### config.mk
export PLATFORM = sky130hd
export DESIGN_NAME = cshp_top
export DESIGN_NICKNAME = d
export VERILOG_FILES = /design/src/design/cshp_pkg.sv /design/src/design/cshp_top.sv
export SDC_FILE = /design/constraint.sdc
export NUM_CORES = 1
export LEC_CHECK = 0
export ABC_AREA = 1
export BUFFER_PORTS_ARGS = -buffer_cell sky130_fd_sc_hd__buf_2
export CAP_MARGIN = 25
export CORE_AREA = 3 3 223 225
export CTS_BUF_LIST = sky130_fd_sc_hd__clkbuf_4 sky130_fd_sc_hd__clkbuf_8
export CTS_CLUSTER_DIAMETER = 30
export DETAILED_ROUTE_END_ITERATION = 6
export DIE_AREA = 0 0 226 228
export GPL_ROUTABILITY_DRIVEN = 0
export GPL_TIMING_DRIVEN = 0
export SYNTH_ARGS = -nofsm -noshare
export SYNTH_HDL_FRONTEND = slang
export SYNTH_SLANG_ARGS = --single-unit
### constraint.sdc
create_clock -name clk -period 2.4 [get_ports clk]
set_input_delay 0.12 -clock clk [delete_from_list [all_inputs] [get_ports clk]]
set_output_delay 0.12 -clock clk [all_outputs]
set_load 0.005 [all_outputs]
### src/design/cshp_pkg.sv
// Functional notes
// RULE1 - In external trigger mode each rising edge of the remote trigger input starts a measurement; the code only acts on an edge in CSHP_IDLE.
// RULE2 - The handler holds each trigger pulse for at least one microsecond.
// RULE3 - Every handler output is active low, low meaning asserted; the code drives measure_start and panel_keys_gated active high.
// RULE4 - In bin mode the primary high flag is asserted when the primary value exceeds the bin upper limit.
// RULE5 - In bin mode the primary low flag is asserted when the primary value is below the bin lower limit.
// RULE6 - The secondary reject flag is asserted when the secondary value lies outside its window.
// RULE7 - The result is driven on nine bin lines, one reject line and one auxiliary line.
// RULE8 - The analog-done strobe is asserted when the analog part of a test has finished.
// RULE9 - Comparison outputs are only valid from the measurement-end strobe onward.
// RULE10 - The measurement-end strobe is asserted only when data and comparison are valid on the outputs.
// RULE11 - The contact fault alarm is asserted while the measurement circuit is interrupted.
// RULE12 - While the panel lockout input is asserted all front-panel key presses are ignored.
// RULE13 - In list sweep mode the comparison lines carry their list-sweep meaning instead.
// RULE14 - In bin mode at most one bin or reject line is asserted and held until the next result.
package cshp_pkg;
  localparam int unsigned NUM_BINS = 9;
  localparam int unsigned VAL_W = 24;
  localparam int unsigned CLK_HZ = 50_000_000;
  localparam int unsigned TRIG_MIN_NS = 1000;
  localparam int unsigned CLK_NS = 1_000_000_000 / CLK_HZ;
  localparam int unsigned TRIG_MIN_CYC = (TRIG_MIN_NS + CLK_NS - 1) / CLK_NS;
  localparam int unsigned STROBE_CYC = 4;
  localparam logic [3:0] STROBE_LAST = 4'(STROBE_CYC - 1);
  localparam logic [NUM_BINS-1:0] BINS_IDLE = {NUM_BINS{1'b0}};
  typedef enum logic [1:0] {
    CSHP_IDLE,
    CSHP_ANALOG,
    CSHP_COMPARE,
    CSHP_DONE
  } cshp_state_type;
endpackage

### src/design/cshp_top.sv
module cshp_top (
  input wire logic clk,
  input wire logic rst,
  input wire logic trig_src_external,
  input wire logic list_sweep_mode,
  input wire logic remote_measure_trigger,
  input wire logic internal_trigger,
  input wire logic analog_done,
  input wire logic [cshp_pkg::VAL_W-1:0] primary_value,
  input wire logic [cshp_pkg::VAL_W-1:0] secondary_value,
  input wire logic [cshp_pkg::NUM_BINS*cshp_pkg::VAL_W-1:0] bin_upper,
  input wire logic [cshp_pkg::NUM_BINS*cshp_pkg::VAL_W-1:0] bin_lower,
  input wire logic [cshp_pkg::VAL_W-1:0] sec_upper,
  input wire logic [cshp_pkg::VAL_W-1:0] sec_lower,
  input wire logic aux_enable,
  input wire logic [cshp_pkg::NUM_BINS:0] sweep_out_of_limit,
  input wire logic sweep_any_fail,
  input wire logic circuit_open,
  input wire logic panel_lockout_n,
  input wire logic [7:0] panel_keys,
  output logic [7:0] panel_keys_gated,
  output logic measure_start,
  output logic [cshp_pkg::NUM_BINS-1:0] sort_bin_lines_n,
  output logic reject_line_n,
  output logic aux_bin_line_n,
  output logic primary_high_flag_n,
  output logic primary_low_flag_n,
  output logic secondary_reject_flag_n,
  output logic analog_done_strobe_n,
  output logic measurement_end_strobe_n,
  output logic contact_alarm_n
);

  // ****************************************
  // Trigger edge detect
  // ****************************************
  logic trig_prev_ff;
  logic nxt_trig_prev;
  logic start_req;

  always_comb begin
    nxt_trig_prev = remote_measure_trigger;
    start_req = trig_src_external ? (remote_measure_trigger & ~trig_prev_ff) // see RULE1
                                  : internal_trigger;
  end

  always_ff @(posedge clk or posedge rst) begin
    if (rst) begin
      trig_prev_ff <= 1'b0;
    end else begin
      trig_prev_ff <= nxt_trig_prev;
    end
  end

  // ****************************************
  // Comparison
  // ****************************************
  function automatic logic [cshp_pkg::VAL_W-1:0] lim(
    input logic [cshp_pkg::NUM_BINS*cshp_pkg::VAL_W-1:0] v, input int i);
    lim = v[i*cshp_pkg::VAL_W +: cshp_pkg::VAL_W];
  endfunction

  logic [cshp_pkg::NUM_BINS-1:0] cmp_bins;
  logic cmp_rej, cmp_phi, cmp_plo, cmp_secondary_reject_flag, cmp_aux;
  logic found;

  always_comb begin
    cmp_bins = cshp_pkg::BINS_IDLE;
    found = 1'b0;
    for (int i = 0; i < cshp_pkg::NUM_BINS; i++) begin
      if (!found && primary_value >= lim(bin_lower, i) && primary_value <= lim(bin_upper, i)) begin
        cmp_bins[i] = 1'b1; // see RULE14
        found = 1'b1;
      end
    end
    cmp_phi = primary_value > lim(bin_upper, cshp_pkg::NUM_BINS - 1); // see RULE4
    cmp_plo = primary_value < lim(bin_lower, 0); // see RULE5
    cmp_secondary_reject_flag = (secondary_value > sec_upper) || (secondary_value < sec_lower); // see RULE6
    cmp_rej = !found;
    cmp_aux = 1'b0;
    if (found && cmp_secondary_reject_flag && aux_enable) begin
      cmp_bins = cshp_pkg::BINS_IDLE;
      cmp_aux = 1'b1;
    end else if (found && cmp_secondary_reject_flag) begin
      cmp_bins = cshp_pkg::BINS_IDLE;
      cmp_rej = 1'b1;
    end
    if (list_sweep_mode) begin
      cmp_bins = sweep_out_of_limit[cshp_pkg::NUM_BINS-1:0]; // see RULE13
      cmp_rej = sweep_out_of_limit[cshp_pkg::NUM_BINS];
      cmp_aux = sweep_any_fail;
      cmp_phi = 1'b0;
      cmp_plo = 1'b0;
      cmp_secondary_reject_flag = 1'b0;
    end
  end

  // ****************************************
  // Sequencer and output registers
  // ****************************************
  cshp_pkg::cshp_state_type state_ff, nxt_state;
  logic [3:0] idx_cnt_ff, nxt_idx_cnt;
  logic [3:0] eom_cnt_ff, nxt_eom_cnt;
  logic [cshp_pkg::NUM_BINS-1:0] bins_ff, nxt_bins;
  logic rej_ff, nxt_rej, aux_ff, nxt_aux;
  logic phi_ff, nxt_phi, plo_ff, nxt_plo, secondary_reject_flag_ff, nxt_secondary_reject_flag;
  logic idx_ff, nxt_idx, eom_ff, nxt_eom, alarm_ff, nxt_alarm, start_ff, nxt_start;
  logic [7:0] keys_ff, nxt_keys;

  always_comb begin
    nxt_state = state_ff;
    nxt_idx_cnt = idx_cnt_ff;
    nxt_eom_cnt = eom_cnt_ff;
    nxt_bins = bins_ff;
    nxt_rej = rej_ff;
    nxt_aux = aux_ff;
    nxt_phi = phi_ff;
    nxt_plo = plo_ff;
    nxt_secondary_reject_flag = secondary_reject_flag_ff;
    nxt_idx = 1'b0;
    nxt_eom = 1'b0;
    nxt_start = 1'b0;
    nxt_alarm = circuit_open; // see RULE11
    nxt_keys = panel_lockout_n ? panel_keys : 8'h00; // see RULE12
    if (idx_cnt_ff != 4'h0) begin
      nxt_idx = 1'b1;
      nxt_idx_cnt = idx_cnt_ff - 4'h1;
    end
    if (eom_cnt_ff != 4'h0) begin
      nxt_eom = 1'b1;
      nxt_eom_cnt = eom_cnt_ff - 4'h1;
    end
    case (state_ff)
      cshp_pkg::CSHP_IDLE: begin
        if (start_req) begin
          nxt_start = 1'b1;
          nxt_state = cshp_pkg::CSHP_ANALOG;
        end
      end
      cshp_pkg::CSHP_ANALOG: begin
        if (analog_done) begin
          nxt_idx = 1'b1; // see RULE8
          nxt_idx_cnt = cshp_pkg::STROBE_LAST;
          nxt_state = cshp_pkg::CSHP_COMPARE;
        end
      end
      cshp_pkg::CSHP_COMPARE: begin
        // Results latched and held until next compare
        nxt_bins = cmp_bins; // see RULE7
        nxt_rej = cmp_rej;
        nxt_aux = cmp_aux;
        nxt_phi = cmp_phi;
        nxt_plo = cmp_plo;
        nxt_secondary_reject_flag = cmp_secondary_reject_flag;
        nxt_state = cshp_pkg::CSHP_DONE;
      end
      cshp_pkg::CSHP_DONE: begin
        // End strobe one cycle after outputs settle
        nxt_eom = 1'b1; // see RULE9 RULE10
        nxt_eom_cnt = cshp_pkg::STROBE_LAST;
        nxt_state = cshp_pkg::CSHP_IDLE;
      end
      default: nxt_state = cshp_pkg::CSHP_IDLE;
    endcase
  end

  always_ff @(posedge clk or posedge rst) begin
    if (rst) begin
      state_ff <= cshp_pkg::CSHP_IDLE;
      idx_cnt_ff <= 4'h0;
      eom_cnt_ff <= 4'h0;
      bins_ff <= cshp_pkg::BINS_IDLE;
      rej_ff <= 1'b0;
      aux_ff <= 1'b0;
      phi_ff <= 1'b0;
      plo_ff <= 1'b0;
      secondary_reject_flag_ff <= 1'b0;
      idx_ff <= 1'b0;
      eom_ff <= 1'b0;
      alarm_ff <= 1'b0;
      start_ff <= 1'b0;
      keys_ff <= 8'h00;
    end else begin
      state_ff <= nxt_state;
      idx_cnt_ff <= nxt_idx_cnt;
      eom_cnt_ff <= nxt_eom_cnt;
      bins_ff <= nxt_bins;
      rej_ff <= nxt_rej;
      aux_ff <= nxt_aux;
      phi_ff <= nxt_phi;
      plo_ff <= nxt_plo;
      secondary_reject_flag_ff <= nxt_secondary_reject_flag;
      idx_ff <= nxt_idx;
      eom_ff <= nxt_eom;
      alarm_ff <= nxt_alarm;
      start_ff <= nxt_start;
      keys_ff <= nxt_keys;
    end
  end

  // ****************************************
  // Active-low pins, plus active-high measure_start and panel_keys_gated
  // ****************************************
  always_comb begin
    sort_bin_lines_n = ~bins_ff; // see RULE3
    reject_line_n = ~rej_ff;
    aux_bin_line_n = ~aux_ff;
    primary_high_flag_n = ~phi_ff;
    primary_low_flag_n = ~plo_ff;
    secondary_reject_flag_n = ~secondary_reject_flag_ff;
    analog_done_strobe_n = ~idx_ff;
    measurement_end_strobe_n = ~eom_ff;
    contact_alarm_n = ~alarm_ff;
    measure_start = start_ff;
    panel_keys_gated = keys_ff;
  end

  // ****************************************
  // Assertions
  // ****************************************
  property p_trig_start;
    @(posedge clk) disable iff (rst)
      (trig_src_external && remote_measure_trigger && !trig_prev_ff
       && state_ff == cshp_pkg::CSHP_IDLE) |=> measure_start;
  endproperty
  a_trig_start: assert property (p_trig_start) else $error("edge did not start"); // see RULE1

  property p_onehot;
    @(posedge clk) disable iff (rst)
      (state_ff == cshp_pkg::CSHP_COMPARE && !list_sweep_mode)
        |=> $onehot0({~sort_bin_lines_n, ~reject_line_n});
  endproperty
  a_onehot: assert property (p_onehot) else $error("several bins asserted"); // see RULE14

  property p_phi;
    @(posedge clk) disable iff (rst)
      (state_ff == cshp_pkg::CSHP_COMPARE && !list_sweep_mode)
        |=> primary_high_flag_n
            == !$past(primary_value > lim(bin_upper, cshp_pkg::NUM_BINS - 1));
  endproperty
  a_phi: assert property (p_phi) else $error("high flag missing"); // see RULE4

  property p_plo;
    @(posedge clk) disable iff (rst)
      (state_ff == cshp_pkg::CSHP_COMPARE && !list_sweep_mode)
        |=> primary_low_flag_n
            == !$past(primary_value < lim(bin_lower, 0));
  endproperty
  a_plo: assert property (p_plo) else $error("low flag missing"); // see RULE5

  property p_secondary_reject_flag;
    @(posedge clk) disable iff (rst)
      (state_ff == cshp_pkg::CSHP_COMPARE && !list_sweep_mode)
        |=> secondary_reject_flag_n
            == !$past(secondary_value > sec_upper || secondary_value < sec_lower);
  endproperty
  a_secondary_reject_flag: assert property (p_secondary_reject_flag) else $error("secondary reject missing"); // see RULE6

  property p_index;
    @(posedge clk) disable iff (rst)
      (state_ff == cshp_pkg::CSHP_ANALOG && analog_done) |=> !analog_done_strobe_n [*4];
  endproperty
  a_index: assert property (p_index) else $error("analog strobe wrong"); // see RULE8

  property p_eom_stable;
    @(posedge clk) disable iff (rst)
      $fell(measurement_end_strobe_n) |-> $stable(sort_bin_lines_n) && $stable(reject_line_n);
  endproperty
  a_eom_stable: assert property (p_eom_stable) else $error("outputs moved at end"); // see RULE10

  property p_alarm;
    @(posedge clk) disable iff (rst) circuit_open |=> !contact_alarm_n;
  endproperty
  a_alarm: assert property (p_alarm) else $error("alarm missing"); // see RULE11

  property p_lock;
    @(posedge clk) disable iff (rst) !panel_lockout_n |=> panel_keys_gated == 8'h00;
  endproperty
  a_lock: assert property (p_lock) else $error("key passed under lock"); // see RULE12

  property p_sweep;
    @(posedge clk) disable iff (rst)
      (state_ff == cshp_pkg::CSHP_COMPARE && list_sweep_mode)
        |=> ~sort_bin_lines_n == $past(sweep_out_of_limit[cshp_pkg::NUM_BINS-1:0]);
  endproperty
  a_sweep: assert property (p_sweep) else $error("sweep bins wrong"); // see RULE13

  property p_hold;
    @(posedge clk) disable iff (rst)
      state_ff != cshp_pkg::CSHP_COMPARE
        |=> $stable(sort_bin_lines_n) && $stable(reject_line_n) && $stable(aux_bin_line_n);
  endproperty
  a_hold: assert property (p_hold) else $error("bin result moved"); // see RULE14

  property p_flag_hold;
    @(posedge clk) disable iff (rst)
      state_ff != cshp_pkg::CSHP_COMPARE
        |=> $stable(primary_high_flag_n) && $stable(primary_low_flag_n)
            && $stable(secondary_reject_flag_n);
  endproperty
  a_flag_hold: assert property (p_flag_hold) else $error("flag result moved"); // see RULE9

  c_ext: cover property (@(posedge clk) disable iff (rst) trig_src_external && measure_start);
  c_eom: cover property (@(posedge clk) disable iff (rst) $fell(measurement_end_strobe_n));
  c_aux: cover property (@(posedge clk) disable iff (rst) !aux_bin_line_n);
  c_sweep: cover property (@(posedge clk) disable iff (rst) list_sweep_mode && !reject_line_n);
  c_plo: cover property (@(posedge clk) disable iff (rst) !primary_low_flag_n);

endmodule

==> flow_metrics.tcl <==
set metrics [dict create \
    clk_path_buf_depth 2 \
    boundaryPins 583 \
    syn_area_per_cell_um2 6.63 \
    setup_viol 0 \
    async_flop_share 1.00 \
    syn_area_um2 14200 \
    final_cell_mix "inv_1, buf_2, ha_1, nand2_1, a21oi_1" \
    wl_per_cell_um 17.2 \
    ys.flop_type "dfrtp_1" \
    crit_path_max_incr_delay_ns 0.34 \
    port_buffers 581 \
    fmax_ghz 0.417 \
    viasPerCell 4.60 \
    insertion_delay_ns 0.31 \
    violations "negative hold slack" \
    design_area_um2 18600 \
    grt_max_degree 38 \
    ys_ff_latch 37 \
    maxCapViolCount 0 \
    drive_gt1_frac 0.244 \
    crit_path_start_kind "input pin" \
    holdCritPathClass "input pin to asynchronous set/reset pin" \
    clock_skew_ns 0.00564 \
    drt_iter0_drc 643 \
    regToRegStartpoint "state_ff[0]$_DFFE_PP0P_" \
    end_kind "flip-flop" \
    coreArea_um2 47700 \
    synth_top_area_share 0.430 \
    drc 0 \
    fin_ws_ns 0.00364 \
    syn-num-nets 3183 \
    synthTopCellsByArea "ha_1, inv_1, nand2_1" \
    peakVddDrop_uv 191 \
    crit_slowest_cell "ha_1" \
    die-height_um 228 \
    cp_common_cell "nand2_1" \
    seq_area_frac_synth 0.0653 \
    numCtsBuffers 5 \
    power_density_nw_per_um2 278 \
    yosys.area.top_type "ha_1" \
    n_fill_cell 5206 \
    grt_pass1_vias 15217 \
    synth_edf_count 0 \
    finalCritPeriodShare 0.998 \
    grt_usage 0.216 \
    synth.yosys.warnings 0 \
    critPathRequiredTime_ns 2.63 \
    drv_slew 0 \
    critical_path_class "input pin to flip-flop" \
    grt_pass1_wl_mm 85.1 \
    period_needed_ns 2.40 \
    ant_nets 0 \
    placementRows 80 \
    area_delta_synth_final_pct 30.9 \
    firstDrtPassIters 5 \
    fp.dieArea_um2 51500 \
    r2r_slack_ns 0.51 \
    hold_viol 37 \
    hold_slack_ns -0.0239 \
    rr_endpoint "bins_ff[2]$_DFFE_PP0P_" \
    clock-root-buffer "clkbuf_8" \
    final_common_cell "inv_1" \
    nets 3787 \
    tightest_slew_ns 0.834 \
    die_w_um 226 \
    syn_inst 2139 \
    critPathMaxFanout 18 \
    rsz0062_at_grt "yes" \
    cts_tree "done" \
    cts.sinks 37 \
    rr_worst_depth 8 \
    placed_area_um2 17900 \
    slew_headroom 0.443 \
    status "complete, but fails checks" \
    critPathArrivalTime_ns 2.63 \
    grt_overflow 0 \
    start_util 0.297 \
    ys_types 46 \
    dp_slack_ns -0.763 \
    dpl.hpwl_mm 49.4 \
    p_leak_uw 0.0119 \
    clk_pin_slew_ns 0.08 \
    via_count 15513 \
    antenna_found_initial 14 \
    htree_levels 2 \
    path_cells "buf_8 > ha_1 > nand2_1 > inv_1 > o21ai_1 > nand2_1 > nand2_1 > nand2_1 > nor2_4 > nand3_4 > nand2_4 > o21ai_4 > nor2_4 > o211ai_4 > a21oi_4 > nand4_4 > nand2_4 > nand2_2 > a21oi_2" \
    wl_mm 57.8 \
]
==> how the worst max path moves through the flow <==
stage,cells after the start,slack [ns],from,end
detailed placement,19,-0.76,primary_value[15],bins_ff[3]$_DFFE_PP0P_
CTS,17,0.0002,primary_value[12],bins_ff[0]$_DFFE_PP0P_
floorplan,18,0.29,primary_value[0],bins_ff[1]$_DFFE_PP0P_
global route,19,-0.12,primary_value[13],bins_ff[6]$_DFFE_PP0P_
global placement,14,-1.03,primary_value[0],bins_ff[3]$_DFFE_PP0P_
finish,19,0.004,primary_value[13],bins_ff[0]$_DFFE_PP0P_
==> layer usage <==
layer  part of all wire  up-vias  track usage  routed length (µm)
li1                   -     8167            -                   -
met1               0.45     6850        0.278               26100
met2               0.47      422        0.382               27400
met3              0.054       66       0.0300                3110
met4              0.019        8       0.0433                1110
met5            0.00095        -            0                  55
==> logic make-up after synthesis <==
group | share of synthesized area
AOI/OAI and AO/OA | 0.147
xor gates and xnor gates | 0.00185
adders and majority gates | 0.430
buffers and inverters | 0.163
DFF | 0.0653
and+or+nand+nor | 0.193
==> power breakdown <==
group,switching (µW),leakage [µW],internal [µW]
Combinational,2170,0.0114,1590
Clock,248,0.0000484,213
Sequential,98.1,0.000448,849
==> metrics by stage <==
step,total power [µW],std cells,TNS (ns),util
2_1_floorplan,3090,2139,0,-
3_3_place_gp,4530,3335,-10.77,0.374
3_5_place_dp,4580,3338,-7.97,0.375
4_1_cts,5110,3356,0,0.383
5_1_grt,5820,3368,-0.802,0.389
6_report,5170,3370,0,0.389
==> what timing repair did <==
item,in CTS,in global routing
hold buffers,6,0
endpoints found under the hold margin,6,0
setup buffers,3,3
pin swaps,3,23
gates cloned,1,0
endpoints found under the setup margin,11,11
gates resized for setup,54,53
==> Yosys cell counts (2+ instances only) <==
cell type and number:
inv_1 609, ha_1 487, nand2_1 350, a21oi_1 217, nor2_1 120, o21ai_0 66, nand3_1 56, nand4_1 44
dfrtp_1 37, nor3_1 23, o211ai_1 15, o21a_1 14, nor4_1 7, o221ai_1 7, a2111oi_0 6, nand2_2 6
nor2_2 6, o22ai_1 6, a21o_1 5, a21oi_2 4, a22oi_1 4, a31oi_1 4, clkbuf_1 4, o2111ai_1 4
o21bai_1 4, a211oi_1 3, nand3_2 3, nand3b_1 3, o21ai_2 3, xnor2_1 3, inv_2 2, nand2_4 2
o21ai_1 2
==> worst max-delay path: cells and delay by family <==
family          cells  cell delay (ns)
compound gates      5             0.62
buf+inv             2             0.20
fa+ha+maj           1             0.34
simple gates       11             1.32
==> registers in the layout (all words and copies together), names as in the netlist <==
name	cells
bins_ff	9
panel_keys_gated	8
eom_cnt_ff	4
idx_cnt_ff	4
state_ff	2
alarm_ff	1
aux_ff	1
eom_ff	1
idx_ff	1
measure_start	1
phi_ff	1
plo_ff	1
rej_ff	1
secondary_reject_flag_ff	1
trig_prev_ff	1
==> layout make-up <==
| type | instances | area, µm² | share of cell area |
|---|---|---|---|
| Buffer | 4 | 15.0 | 0.000809 |
| Antenna cell | 11 | 27.5 | 0.00148 |
| Clock buffer | 6 | 76.3 | 0.00411 |
| Inverter | 611 | 2300 | 0.124 |
| Timing Repair Buffer | 597 | 3270 | 0.176 |
| Sequential cell | 37 | 926 | 0.0499 |
| Clock inverter | 2 | 10.0 | 0.000539 |
| Tap cell | 615 | 769 | 0.0414 |
| Multi-Input combinational cell | 1487 | 11200 | 0.602 |
No activity file was read; power rests on OpenSTA's default activity.
